===== config.mk =====
export PLATFORM = sky130hd
export DESIGN_NAME = flsm_monitor
export DESIGN_NICKNAME = d
export VERILOG_FILES = /design/src/flsm_pkg.sv /design/src/flsm_wrap_counter.sv /design/src/flsm_monitor.sv
export VERILOG_INCLUDE_DIRS = /design/src /design/src/src
export SDC_FILE = /design/constraint.sdc
export NUM_CORES = 1
export LEC_CHECK = 0
export BUFFER_PORTS_ARGS = -buffer_cell sky130_fd_sc_hd__buf_2
export CAP_MARGIN = 25
export CELL_PAD_IN_SITES_DETAIL_PLACEMENT = 0
export CELL_PAD_IN_SITES_GLOBAL_PLACEMENT = 1
export CORE_MARGIN = 2
export CORE_UTILIZATION = 30
export DETAILED_ROUTE_END_ITERATION = 6
export PLACE_DENSITY = 0.61
export SYNTH_ARGS = -nofsm -noshare
export SYNTH_HDL_FRONTEND = slang
export SYNTH_SLANG_ARGS = --single-unit

===== constraint.sdc =====
create_clock -name clock_in -period 4.9 [get_ports clock_in]
set_input_delay 0.49 -clock clock_in [delete_from_list [all_inputs] [get_ports clock_in]]
set_output_delay 0.49 -clock clock_in [all_outputs]
set_load 0.01 [all_outputs]

===== src/flsm_cfg.svh =====
/*
 * constants of the fiber link status monitor: register indexes, field positions,
 * state encodings and widths.
 * assumes inclusion by bare name from every file that needs them.
 */
`ifndef FLSM_CFG_SVH
`define FLSM_CFG_SVH

// ************************************************************
// register indexes (byte address is four times the index)
// ************************************************************
`define FLSM_IDX_FLAGS      14'h054
`define FLSM_IDX_RX_CNT     14'h055
`define FLSM_IDX_CRC_CNT    14'h056
`define FLSM_IDX_FMT_CNT    14'h057
`define FLSM_IDX_STATE      14'h058
`define FLSM_IDX_TX_CNT     14'h059
`define FLSM_IDX_CTRL       14'h05A
`define FLSM_LINK_B_STRIDE  14'h3E8

// ************************************************************
// error flag positions
// ************************************************************
`define FLSM_BIT_BAD_IRQ    0
`define FLSM_BIT_NO_EOF     1
`define FLSM_BIT_CRC_FRAME  2
`define FLSM_BIT_RX_OVERRUN 3
`define FLSM_BIT_LEN_FORMAT 4
`define FLSM_BIT_TX_UNDERRUN 5
`define FLSM_BIT_FAR_SYNC   6
`define FLSM_BIT_CTL_SYNC   8
`define FLSM_BIT_MUX_VERIFY 9
`define FLSM_BIT_OS_FAIL_LO 12
`define FLSM_FLAGS_RESET    16'h0000

// ************************************************************
// control register fields
// ************************************************************
`define FLSM_CTRL_FAULT_RST 0
`define FLSM_CTRL_WARN_RST  1

// ************************************************************
// link state encodings and thresholds
// ************************************************************
`define FLSM_PHASE_WAIT_OS  8'h01
`define FLSM_PHASE_DOWNLOAD 8'h02
`define FLSM_PHASE_EXCHANGE 8'h03
`define FLSM_PHASE_LOOPBACK 8'h06
`define FLSM_SYNC_OK        8'h01
`define FLSM_SYNC_LOST      8'h02
`define FLSM_SYNC_TICKS     2'h2
`define FLSM_ERR_RUN_FAULT  2'h2
`define FLSM_CNT_WIDTH      16

`endif


===== src/flsm_pkg.sv =====
/*
 * types of the fiber link status monitor.
 * assumes flsm_cfg.svh is on the include path.
 */
`include "flsm_cfg.svh"

package flsm_pkg;

    typedef enum logic [7:0] {
        FLSM_WAIT_OS  = 8'h01,
        FLSM_DOWNLOAD = 8'h02,
        FLSM_EXCHANGE = 8'h03,
        FLSM_LOOPBACK = 8'h06
    } flsm_phase_type;

    typedef enum logic [7:0] {
        FLSM_SYNCED   = 8'h01,
        FLSM_UNSYNCED = 8'h02
    } flsm_sync_type;

endpackage


===== src/flsm_wrap_counter.sv =====
/*
 * wrapping message counter, one per counted event and link.
 * assumes inc_in is a one-cycle pulse synchronous to clock_in.
 */
`timescale 1ns/1ps

module flsm_wrap_counter #(
    parameter int WIDTH = 16
) (
    input  wire logic             clock_in,
    input  wire logic             sys_rst_in,
    input  wire logic             clk_en_in,
    input  wire logic             inc_in,
    output logic      [WIDTH-1:0] count_out
);

    logic [WIDTH-1:0] count_reg;
    logic [WIDTH-1:0] count_next;

    // rolls over to zero past the maximum
    assign count_next = count_reg + WIDTH'(1);
    assign count_out  = count_reg;

    always_ff @(posedge clock_in) begin
        if (sys_rst_in) begin
            count_reg <= '0;
        end else if (clk_en_in && inc_in) begin
            count_reg <= count_next;
        end
    end

endmodule


===== src/flsm_monitor.sv =====
/*
 * fiber link status monitor: latched far-end error flags, message counters and
 * link state words for links a and b, read over apb.
 * assumes event inputs are one-cycle pulses synchronous to clock_in, and that the
 * far-end processor reports its own load failures on os_fail_in.
 */
// Contract
// far-end flags latch and hold until fault reset or warning reset.
// bit 0 sets on an improperly marked receive interrupt.
// bit 1 sets on receive interrupt without end-of-frame status.
// bit 2 sets on crc or framing error of last frame.
// bit 3 sets on receive fifo overrun.
// bit 4 sets when received length differs from encoded length.
// bit 5 sets on transmit fifo underrun.
// bit 6 sets after two far-end sync ticks with no message.
// bit 8 sets after two controller sync ticks with no message.
// bit 9 sets when multiplexed data fails verification.
// far end sets bit 12 for start address outside os area.
// far end sets bit 13 for insufficient memory to load os.
// far end sets bit 14 for invalid os load address.
// far end sets bit 15 when os load would overrun stack.
// after a load failure both ends keep retrying the download.
// 16-bit wrapping count of messages received at far end.
// separate counts of crc-error and format-error messages.
// state word: low byte link phase, high byte sync state.
// phase 01 waiting for os request, 02 downloading, 03 exchanging.
// phase 06 while external loopback test runs.
// high byte 01 synchronized, 02 unsynchronized.
// count transmitted messages on each port.
// two consecutive communication errors raise a fault stopping the drive.
// crc, format and transmit counters are 16 bits and wrap.
`timescale 1ns/1ps
`include "flsm_cfg.svh"

module flsm_monitor #(
    parameter int ADDR_W = 16
) (
    input  wire logic              clock_in,
    input  wire logic              sys_rst_in,
    input  wire logic              clk_en_in,
    input  wire logic              psel_in,
    input  wire logic              penable_in,
    input  wire logic              pwrite_in,
    input  wire logic [ADDR_W-1:0] paddr_in,
    input  wire logic [31:0]       pwdata_in,
    output logic      [31:0]       prdata_out,
    output logic                   pready_out,
    output logic                   pslverr_out,
    input  wire logic [1:0]        bad_irq_in,
    input  wire logic [1:0]        no_eof_in,
    input  wire logic [1:0]        crc_frame_err_in,
    input  wire logic [1:0]        rx_overrun_in,
    input  wire logic [1:0]        len_format_err_in,
    input  wire logic [1:0]        tx_underrun_in,
    input  wire logic [1:0]        mux_verify_err_in,
    input  wire logic [1:0][3:0]   os_fail_in,
    input  wire logic [1:0]        far_sync_tick_in,
    input  wire logic [1:0]        far_rx_msg_in,
    input  wire logic [1:0]        far_crc_msg_in,
    input  wire logic [1:0]        far_fmt_msg_in,
    input  wire logic              ctl_sync_tick_in,
    input  wire logic [1:0]        ctl_rx_msg_in,
    input  wire logic [1:0]        tx_msg_in,
    input  wire logic [1:0]        os_request_in,
    input  wire logic [1:0]        download_done_in,
    input  wire logic [1:0]        loopback_in,
    output logic      [1:0]        comm_fault_out,
    output logic      [1:0][15:0]  link_state_out
);

    // ************************************************************
    // apb decode
    // ************************************************************
    logic [31:0] prdata_reg;
    logic        pready_reg;
    logic        pslverr_reg;
    logic        fault_rst_reg;
    logic        warn_rst_reg;

    wire  [13:0] word_idx   = 14'(paddr_in[ADDR_W-1:2]);
    wire  [13:0] rel_a      = word_idx - `FLSM_IDX_FLAGS;
    wire  [13:0] rel_b      = word_idx - (`FLSM_IDX_FLAGS + `FLSM_LINK_B_STRIDE);
    wire         hit_a      = (rel_a < 14'h006);
    wire         hit_b      = (rel_b < 14'h006);
    wire         hit_ctrl   = (word_idx == `FLSM_IDX_CTRL);
    wire  [2:0]  rel_sel    = hit_b ? rel_b[2:0] : rel_a[2:0];
    wire         link_sel   = hit_b;
    wire         mapped     = hit_a || hit_b || hit_ctrl;
    wire         access_go  = psel_in && penable_in && !pready_reg;
    wire         access_end = psel_in && penable_in && pready_reg;
    wire         ctrl_wr    = access_end && pwrite_in && hit_ctrl;
    wire         fault_clr  = ctrl_wr && pwdata_in[`FLSM_CTRL_FAULT_RST];
    wire         warn_clr   = ctrl_wr && pwdata_in[`FLSM_CTRL_WARN_RST];
    wire         any_clr    = fault_rst_reg || warn_rst_reg;

    // ************************************************************
    // per link state
    // ************************************************************
    logic [1:0][15:0] flags_reg;
    logic [1:0][15:0] flags_next;
    logic [1:0][1:0]  far_ticks_reg;
    logic [1:0][1:0]  ctl_ticks_reg;
    logic [1:0][1:0]  err_run_reg;
    logic [1:0]       fault_reg;
    logic [1:0][15:0] state_reg;
    logic [1:0][15:0] rx_cnt;
    logic [1:0][15:0] crc_cnt;
    logic [1:0][15:0] fmt_cnt;
    logic [1:0][15:0] tx_cnt;
    flsm_pkg::flsm_phase_type phase_reg [2];
    flsm_pkg::flsm_phase_type phase_next [2];

    genvar l;
    generate
        for (l = 0; l < 2; l++) begin : g_link
            wire [15:0] ev_set;
            wire        far_sync_hit = far_sync_tick_in[l] && !far_rx_msg_in[l]
                                       && (far_ticks_reg[l] != 2'h0);
            wire        ctl_sync_hit = ctl_sync_tick_in && !ctl_rx_msg_in[l]
                                       && (ctl_ticks_reg[l] != 2'h0);
            wire        comm_err     = ev_set[`FLSM_BIT_MUX_VERIFY] || (|ev_set[`FLSM_BIT_TX_UNDERRUN:0]);
            wire        synced       = (ctl_ticks_reg[l] < `FLSM_SYNC_TICKS);
            wire        os_failed    = |os_fail_in[l];

            assign ev_set[`FLSM_BIT_BAD_IRQ]     = bad_irq_in[l];
            assign ev_set[`FLSM_BIT_NO_EOF]      = no_eof_in[l];
            assign ev_set[`FLSM_BIT_CRC_FRAME]   = crc_frame_err_in[l];
            assign ev_set[`FLSM_BIT_RX_OVERRUN]  = rx_overrun_in[l];
            assign ev_set[`FLSM_BIT_LEN_FORMAT]  = len_format_err_in[l];
            assign ev_set[`FLSM_BIT_TX_UNDERRUN] = tx_underrun_in[l];
            assign ev_set[`FLSM_BIT_FAR_SYNC]    = far_sync_hit;
            assign ev_set[7]                     = 1'b0;
            assign ev_set[`FLSM_BIT_CTL_SYNC]    = ctl_sync_hit;
            assign ev_set[`FLSM_BIT_MUX_VERIFY]  = mux_verify_err_in[l];
            assign ev_set[11:10]                 = 2'h0;
            assign ev_set[15:12]                 = os_fail_in[l];

            // set wins over a same-cycle clear
            assign flags_next[l] = (any_clr ? `FLSM_FLAGS_RESET : flags_reg[l]) | ev_set;

            // a load failure drops back to await the next request
            always_comb begin
                phase_next[l] = phase_reg[l];
                if (loopback_in[l]) begin
                    phase_next[l] = flsm_pkg::FLSM_LOOPBACK;
                end else begin
                    case (phase_reg[l])
                        flsm_pkg::FLSM_WAIT_OS: begin
                            if (os_request_in[l]) begin
                                phase_next[l] = flsm_pkg::FLSM_DOWNLOAD;
                            end
                        end
                        flsm_pkg::FLSM_DOWNLOAD: begin
                            if (os_failed) begin
                                phase_next[l] = flsm_pkg::FLSM_WAIT_OS;
                            end else if (download_done_in[l]) begin
                                phase_next[l] = flsm_pkg::FLSM_EXCHANGE;
                            end
                        end
                        flsm_pkg::FLSM_EXCHANGE: begin
                            if (fault_reg[l]) begin
                                phase_next[l] = flsm_pkg::FLSM_WAIT_OS;
                            end
                        end
                        default: begin
                            phase_next[l] = flsm_pkg::FLSM_WAIT_OS;
                        end
                    endcase
                end
            end

            always_ff @(posedge clock_in) begin
                if (sys_rst_in) begin
                    flags_reg[l]     <= `FLSM_FLAGS_RESET;
                    far_ticks_reg[l] <= 2'h0;
                    ctl_ticks_reg[l] <= 2'h0;
                    err_run_reg[l]   <= 2'h0;
                    fault_reg[l]     <= 1'b0;
                    phase_reg[l]     <= flsm_pkg::FLSM_WAIT_OS;
                    state_reg[l]     <= 16'h0000;
                end else if (clk_en_in) begin
                    flags_reg[l] <= flags_next[l];
                    phase_reg[l] <= phase_next[l];
                    // tick counts saturate at the threshold
                    if (far_rx_msg_in[l]) begin
                        far_ticks_reg[l] <= 2'h0;
                    end else if (far_sync_tick_in[l] && far_ticks_reg[l] != `FLSM_SYNC_TICKS) begin
                        far_ticks_reg[l] <= far_ticks_reg[l] + 2'h1;
                    end
                    if (ctl_rx_msg_in[l]) begin
                        ctl_ticks_reg[l] <= 2'h0;
                    end else if (ctl_sync_tick_in && ctl_ticks_reg[l] != `FLSM_SYNC_TICKS) begin
                        ctl_ticks_reg[l] <= ctl_ticks_reg[l] + 2'h1;
                    end
                    // error run resets on a clean message
                    if (comm_err) begin
                        if (err_run_reg[l] != `FLSM_ERR_RUN_FAULT) begin
                            err_run_reg[l] <= err_run_reg[l] + 2'h1;
                        end
                    end else if (ctl_rx_msg_in[l]) begin
                        err_run_reg[l] <= 2'h0;
                    end
                    if (comm_err && err_run_reg[l] != 2'h0) begin
                        fault_reg[l] <= 1'b1;
                    end else if (fault_rst_reg) begin
                        fault_reg[l] <= 1'b0;
                    end
                    state_reg[l] <= {synced ? `FLSM_SYNC_OK : `FLSM_SYNC_LOST,
                                     8'(phase_next[l])};
                end
            end

            flsm_wrap_counter #(.WIDTH(`FLSM_CNT_WIDTH)) u_rx_cnt (
                .clock_in   (clock_in),
                .sys_rst_in (sys_rst_in),
                .clk_en_in  (clk_en_in),
                .inc_in     (far_rx_msg_in[l]),
                .count_out  (rx_cnt[l])
            );
            flsm_wrap_counter #(.WIDTH(`FLSM_CNT_WIDTH)) u_crc_cnt (
                .clock_in   (clock_in),
                .sys_rst_in (sys_rst_in),
                .clk_en_in  (clk_en_in),
                .inc_in     (far_crc_msg_in[l]),
                .count_out  (crc_cnt[l])
            );
            flsm_wrap_counter #(.WIDTH(`FLSM_CNT_WIDTH)) u_fmt_cnt (
                .clock_in   (clock_in),
                .sys_rst_in (sys_rst_in),
                .clk_en_in  (clk_en_in),
                .inc_in     (far_fmt_msg_in[l]),
                .count_out  (fmt_cnt[l])
            );
            flsm_wrap_counter #(.WIDTH(`FLSM_CNT_WIDTH)) u_tx_cnt (
                .clock_in   (clock_in),
                .sys_rst_in (sys_rst_in),
                .clk_en_in  (clk_en_in),
                .inc_in     (tx_msg_in[l]),
                .count_out  (tx_cnt[l])
            );
        end
    endgenerate

    // ************************************************************
    // read mux and apb slave
    // ************************************************************
    wire [15:0] rd_word = (rel_sel == 3'h0) ? flags_reg[link_sel] :
                          (rel_sel == 3'h1) ? rx_cnt[link_sel]    :
                          (rel_sel == 3'h2) ? crc_cnt[link_sel]   :
                          (rel_sel == 3'h3) ? fmt_cnt[link_sel]   :
                          (rel_sel == 3'h4) ? state_reg[link_sel] : tx_cnt[link_sel];
    wire [31:0] rd_data = (hit_a || hit_b) ? {16'h0000, rd_word} : 32'h0000_0000;

    always_ff @(posedge clock_in) begin
        if (sys_rst_in) begin
            prdata_reg    <= 32'h0000_0000;
            pready_reg    <= 1'b0;
            pslverr_reg   <= 1'b0;
            fault_rst_reg <= 1'b0;
            warn_rst_reg  <= 1'b0;
        end else if (clk_en_in) begin
            pready_reg    <= access_go;
            pslverr_reg   <= access_go && !mapped;
            fault_rst_reg <= fault_clr;
            warn_rst_reg  <= warn_clr;
            if (access_go) begin
                prdata_reg <= pwrite_in ? 32'h0000_0000 : rd_data;
            end
        end
    end

    assign prdata_out     = prdata_reg;
    assign pready_out     = pready_reg;
    assign pslverr_out    = pslverr_reg;
    assign comm_fault_out = fault_reg;
    assign link_state_out = state_reg;
endmodule


== After elaboration in Yosys (flattened, before gate mapping) ==
Memories as Yosys holds them, arrays and structs flattened.
Index checks and enable logic that the tools add are counted.

* Add/sub/neg operators: 16
* $mul: 0
* Div/mod/pow operators: 0
* Order comparisons: 5
* Equality and inequality tests: 19
* Shifts and indexed selects: 0
* Muxes and demuxes: 60
* Bitwise operators: 4
* Reduce and logical (&&, ||, !) cells: 69

{| class="wikitable"
|+ Operator list
! cell !! count
|-
| 2-to-1 mux 16 bit || 21
|-
| adder 16 x 1 -> 16 bit (second input constant) || 8
|-
| 2-to-1 mux 8 bit || 12
|-
| one-hot mux 8 bit (3 select lines) || 2
|-
| == test 8 x 2 -> 1 bit (second input constant) || 4
|-
| 2-to-1 mux 2 bit || 16
|-
| bitwise OR 16 bit || 2
|-
| logical AND 1 bit || 30
|-
| < comparator 14 x 3 -> 1 bit (second input constant) || 2
|-
| nonzero test 2 bit || 14
|-
| == test 8 x 1 -> 1 bit (second input constant) || 2
|-
| == test 14 x 7 -> 1 bit (second input constant) || 1
|-
| AND reduction 2 bit || 7
|-
| subtractor 14 x 11 -> 14 bit (second input constant) || 1
|-
| subtractor 14 x 7 -> 14 bit (second input constant) || 1
|-
| adder 2 x 1 -> 2 bit (second input constant) || 6
|-
| != test 2 bit (second input constant) || 6
|-
| OR reduction 6 bit || 2
|-
| 2-to-1 mux 1 bit || 8
|-
| OR reduction 4 bit || 2
|-
| == test 3 x 2 -> 1 bit (second input constant) || 2
|-
| zero test 1 bit || 6
|-
| AND reduction 3 bit || 2
|-
| logical OR 1 bit || 5
|-
| 8 further kinds || 11
|}

* Register bits: 242
* Bits in latches: 0
* Bits in writable memories: 16
* Memory bits (read-only): 0
* Bits of input ports: 95
* Output and inout port bits: 68
* Word-level logic and storage cells: 199
* Memories kept: 1

{| class="wikitable"
|+ Memories
! name !! words !! bits a word !! read ports !! clocked after memory_dff !! wr ports !! line !! source
|-
| phase_reg || 2 || 8 || 2 || 0 || 2 || flsm_monitor.sv:110 || <nowiki>flsm_pkg::flsm_phase_type phase_reg [2];</nowiki>
|}

== Logic depth before layout (Yosys ltp) ==
* Depth in word-level cells: 11
* Mapped depth: 14
* Mapped depth without buffers: 10

== Hierarchy ==
From an unflattened synthesis, not the netlist that was laid out.

* Cells, all modules: 1446
* Area total of the unflattened synthesis: 12200.5 um^2

{| class="wikitable"
|+ By module, submodules not included
! module !! instances !! cells an instance !! area an instance (um^2) !! seq. area each (um^2)
|-
| flsm_monitor || 1 || 760 || 6341.1 || 2082.0
|-
| flsm_wrap_counter at g_link[0].u_crc_cnt ... || 7 || 86 || 735.7 || 320.3
|-
| flsm_wrap_counter at g_link[1].u_tx_cnt || 1 || 84 || 709.4 || 320.3
|}

== Least setup slack after synthesis ==
Ideal clock, no wire load.

* Path kind: input -> register
* From: in paddr_in[4]
* To: reg prdata_reg[7], in the netlist prdata_out[7]
* Setup time: 0.070 ns
* Arrival: 3.416 ns
* Data required time: 4.830 ns
* Slack: 1.413 ns
* Stages: 13
* Path buffers: 3
* Cell sequence: clkbuf_1 clkbuf_1 inv_1 ha_1 a21oi_1 nand3_1 nor4_2 and4_4 buf_6 mux2_4 mux2_2 or3_1 a21oi_1

* Word-level cells in the longest chain between the ends: 11
* Elaborated cells on any way between the ends: 30
* Those cells by class: add/sub (2); order compare (2); eq/ne (4); mux (20); reduce/logical (2)

{| class="wikitable"
|+ RTL lines
! item !! line !! source
|-
| from (decl) || flsm_monitor.sv:44 || <nowiki>input wire logic [ADDR_W-1:0] paddr_in,</nowiki>
|-
| subtractor 14 x 11 -> 14 bit || flsm_monitor.sv:82 || <nowiki>wire [13:0] rel_b = word_idx - (`FLSM_IDX_FLAGS + `FLSM_LINK_B_STRIDE);</nowiki>
|-
| < comparator 14 x 3 -> 1 bit || flsm_monitor.sv:84 || <nowiki>wire hit_b = (rel_b < 14'h006);</nowiki>
|-
| 2-to-1 mux 3 bit or 2-to-1 mux 16 bit (tied branches) || flsm_monitor.sv:86, flsm_monitor.sv:251 ||
|-
| == test 3 bit or 2-to-1 mux 16 bit (tied branches) || flsm_monitor.sv:251 || <nowiki>(rel_sel == 3'h4) ? state_reg[link_sel] : tx_cnt[link_sel];</nowiki>
|-
| 2-to-1 mux 16 bit || flsm_monitor.sv:251 ||
|-
| 2-to-1 mux 16 bit || flsm_monitor.sv:250 || <nowiki>(rel_sel == 3'h3) ? fmt_cnt[link_sel] :</nowiki>
|-
| 2-to-1 mux 16 bit || flsm_monitor.sv:249 || <nowiki>(rel_sel == 3'h2) ? crc_cnt[link_sel] :</nowiki>
|-
| 2-to-1 mux 16 bit || flsm_monitor.sv:248 || <nowiki>(rel_sel == 3'h1) ? rx_cnt[link_sel] :</nowiki>
|-
| 2-to-1 mux 16 bit || flsm_monitor.sv:247 || <nowiki>wire [15:0] rd_word = (rel_sel == 3'h0) ? flags_reg[link_sel] :</nowiki>
|-
| 2-to-1 mux 16 bit (*) || flsm_monitor.sv:252 || <nowiki>wire [31:0] rd_data = (hit_a || hit_b) ? {16'h0000, rd_word} : 32'h0000_0000;</nowiki>
|-
| 2-to-1 mux 16 bit (*) || flsm_monitor.sv:267 || <nowiki>prdata_reg <= pwrite_in ? 32'h0000_0000 : rd_data;</nowiki>
|-
| to (signal assigned) || flsm_monitor.sv:267 ||
|-
| to (decl) || flsm_monitor.sv:74 || <nowiki>logic [31:0] prdata_reg;</nowiki>
|}

Mark *: on every way between the ends. The rest lies on a longest branch, timed or not. The select of a mux whose other input is x is not followed.
A chain may end at the register's enable or synchronous reset.

== Worst setup path in the final report ==
Same ends and word-level chain as after synthesis.

==> metrics.yaml <==
grt-ovfl-total: 0
cts_buffers: 27
layout.nets: 1537
clk_pin_slew_worst_paths_ps: 60
grt_setup_unrepaired: "false"
arrival_ps: 3650
pwr_density_cell_nw_per_um2: 325
outcome: "finished clean"
io_buffers: 102
detail-route-antenna-nets: 0
vias: 9581
cap_violations: 0
drcViolationCount: 0
cp-end-kind: "register"
rows: 71
synth_top_area_cell: "dfxtp_1"
die_x_um: 199
grt_start_max_net_pins: 112
fin_hold_ws_ps: 185
clock-root-buffer: "clkbuf_16"
grtUsageTotal_pct: 16.6
avgRoutedWirePerCell_um: 16.9
drive_above_1_share_pct: 12.8
gp_congestion: 0.753
synth_cell_types: 64
dp_hpwl_um: 24400
initialDrtViolationCount: 512
startpoint_type: "input pin"
grt_pass1_wl_um: 51400
mostFrequentLayoutCell: "dfxtp_1"
relSlewSlack_pct: 41.2
leakagePower_nw: 5.16
syn_area_um2: 11400
ys.warnings.count: 0
ys_seq_area_share_pct: 40.8
num_antenna_cells: 0
tritoncts: "yes"
max_stage_delay_ps: 380
skew_ps: 8.05
first_pass_iters: 5
fin_crit_sh_pct: 65.5
cp_common_cell: "a21oi_1"
dp_cells: 1899
crit_buf_inv: 3
vias_per_cell: 4.92
crit_fanout: 19
area_growth_pct: 15.9
fmax_mhz: 312
hold_violations: 0
peakVddDrop_uv: 220
holdBufCountCts: 0
antenna_found_initial: 1
syn_inst: 1348
cts.sinks: 224
cpMaxStageDelayCell: "ha_1"
final-max-slew-violation-count: 0
cts_setup_buffers: 0
required_ps: 5350
ff2ff_setup_slack_ps: 2720
die_h_um: 199
hp-class: "input pin to register"
power_w: 0.00428
synth-edff-count: 16
path_class: "input pin to register"
clk_path_buf_depth: 3
period_minus_slack_ps: 3210
stdcell_count: 1946
tightest_slew_ps: 874
ios: 163
syn_avg_cell_area_um2: 8.45
ys_top_cells_by_area: "dfxtp_1 (37%), nor2_1 (6.0%), xor2_1 (5.2%), edfxtp_1 (4.2%), a211oi_1 (3.6%)"
wirelength_um: 32900
final_cell_mix: "dfxtp_1 (208), nor2_1 (180), nand2_1 (105)"
async_reset_ff_share_pct: 0
grt_pass1_vias: 8878
ys_seq_elements: 224
worstSkewPairLatency_ps: 530
cts_resized: 0
yosys.area.top_type_share_pct: 36.6
dieArea_um2: 39500
synthFlopType: "dfxtp_1"
worstPathCellList: "buf_2 > inv_1 > ha_1 > a21oi_1 > nand3_1 > nor4_2 > buf_4 > and4_4 > mux2_4 > mux2_2 > or3_1 > a21oi_1"
crit_family: "simple AND/OR/NAND/NOR gates"
initial_core_util_pct: 30.4
coreArea_um2: 37500
fin_setup_tns_ps: 0
cts_htree_levels: 1
setup_viol: 0
cell type report:
cell class | count | area [um2]
multi-input combinational | 1013 | 6210
fill | 3986 | 24300
timing repair buffer | 118 | 686
tap | 511 | 639
clock buffer | 36 | 761
clock inverter | 11 | 133
inverter | 33 | 124
sequential | 224 | 4640
cells in the mapped netlist (all sizes together) (7+ instances only):
master	instances
dfxtp	208
nor2	181
nand2	105
a21oi	76
clkbuf	72
xor2	67
nand3	56
a211oi	54
o21ai	51
buf	43
a22o	34
inv	33
and3	32
mux2i	32
nor3	31
xnor2	30
or3	28
and2	27
ha	25
nand4	19
edfxtp	16
nor2b	16
and4	11
a22oi	8
mux2	8
a41oi	7
nor4	7
kinds of logic (layout without fill, tap and decap cells):
group	Yosys count	in the layout	synth area share, %
buffers and inverters	148	198	6.07
AND/OR/NAND/NOR	536	536	22.9
XOR/XNOR	97	97	7.46
multiplexers	40	40	3.64
other	1	38	0.0329
adder cells (fa/ha/maj)	25	25	2.75
AO/OA/AOI/OAI	277	277	16.4
flip-flops	224	224	40.8
stage by stage:
stage | cell area, um2 | setup WS (ps) | util, %
2_1_floorplan | 11500 | 1410 | -
3_3_place_gp | 12300 | 1220 | 32.7
3_5_place_dp | 12300 | 1190 | 32.8
4_1_cts | 13200 | 1730 | 35.2
5_1_grt | 13200 | 1530 | 35.2
6_report | 13200 | 1690 | 35.2
power breakdown:
group	internal, W	leakage (nW)	switching, W
clock network	0.00124	0.446	0.000782
registers	0.00189	1.85	0.0000334
logic	0.000122	2.87	0.000221
total	0.00325	5.16	0.00104
worst register-to-register path, delay by kind of cell, from the launching register on:
kind | cells | cell delay, ps
flip-flops | 1 | 340
AND/OR/NAND/NOR | 3 | 1120
AO/OA/AOI/OAI | 2 | 420
buffers and inverters | 1 | 250
path summary, 6_finish.rpt:
kind | start | end | depth (start not counted)
hold / removal | pwdata_in[1] | warn_rst_reg | 2
hold reg to reg | ctl_ticks_reg[0] | ctl_ticks_reg[0] | 2
setup reg to reg | pready_out | prdata_out[5] | 6
setup / recovery | paddr_in[4] | prdata_out[7] | 12
metal layers:
metal / wire [um] / vias up / global-route usage [%]
li1: - / 4844 / -
met1: 16300 / 4545 / 23.9
met2: 14800 / 158 / 27.0
met3: 1290 / 34 / 2.24
met4: 484 / 0 / 2.68
met5: 0 / - / 0
(Power assumes the default switching activity.)
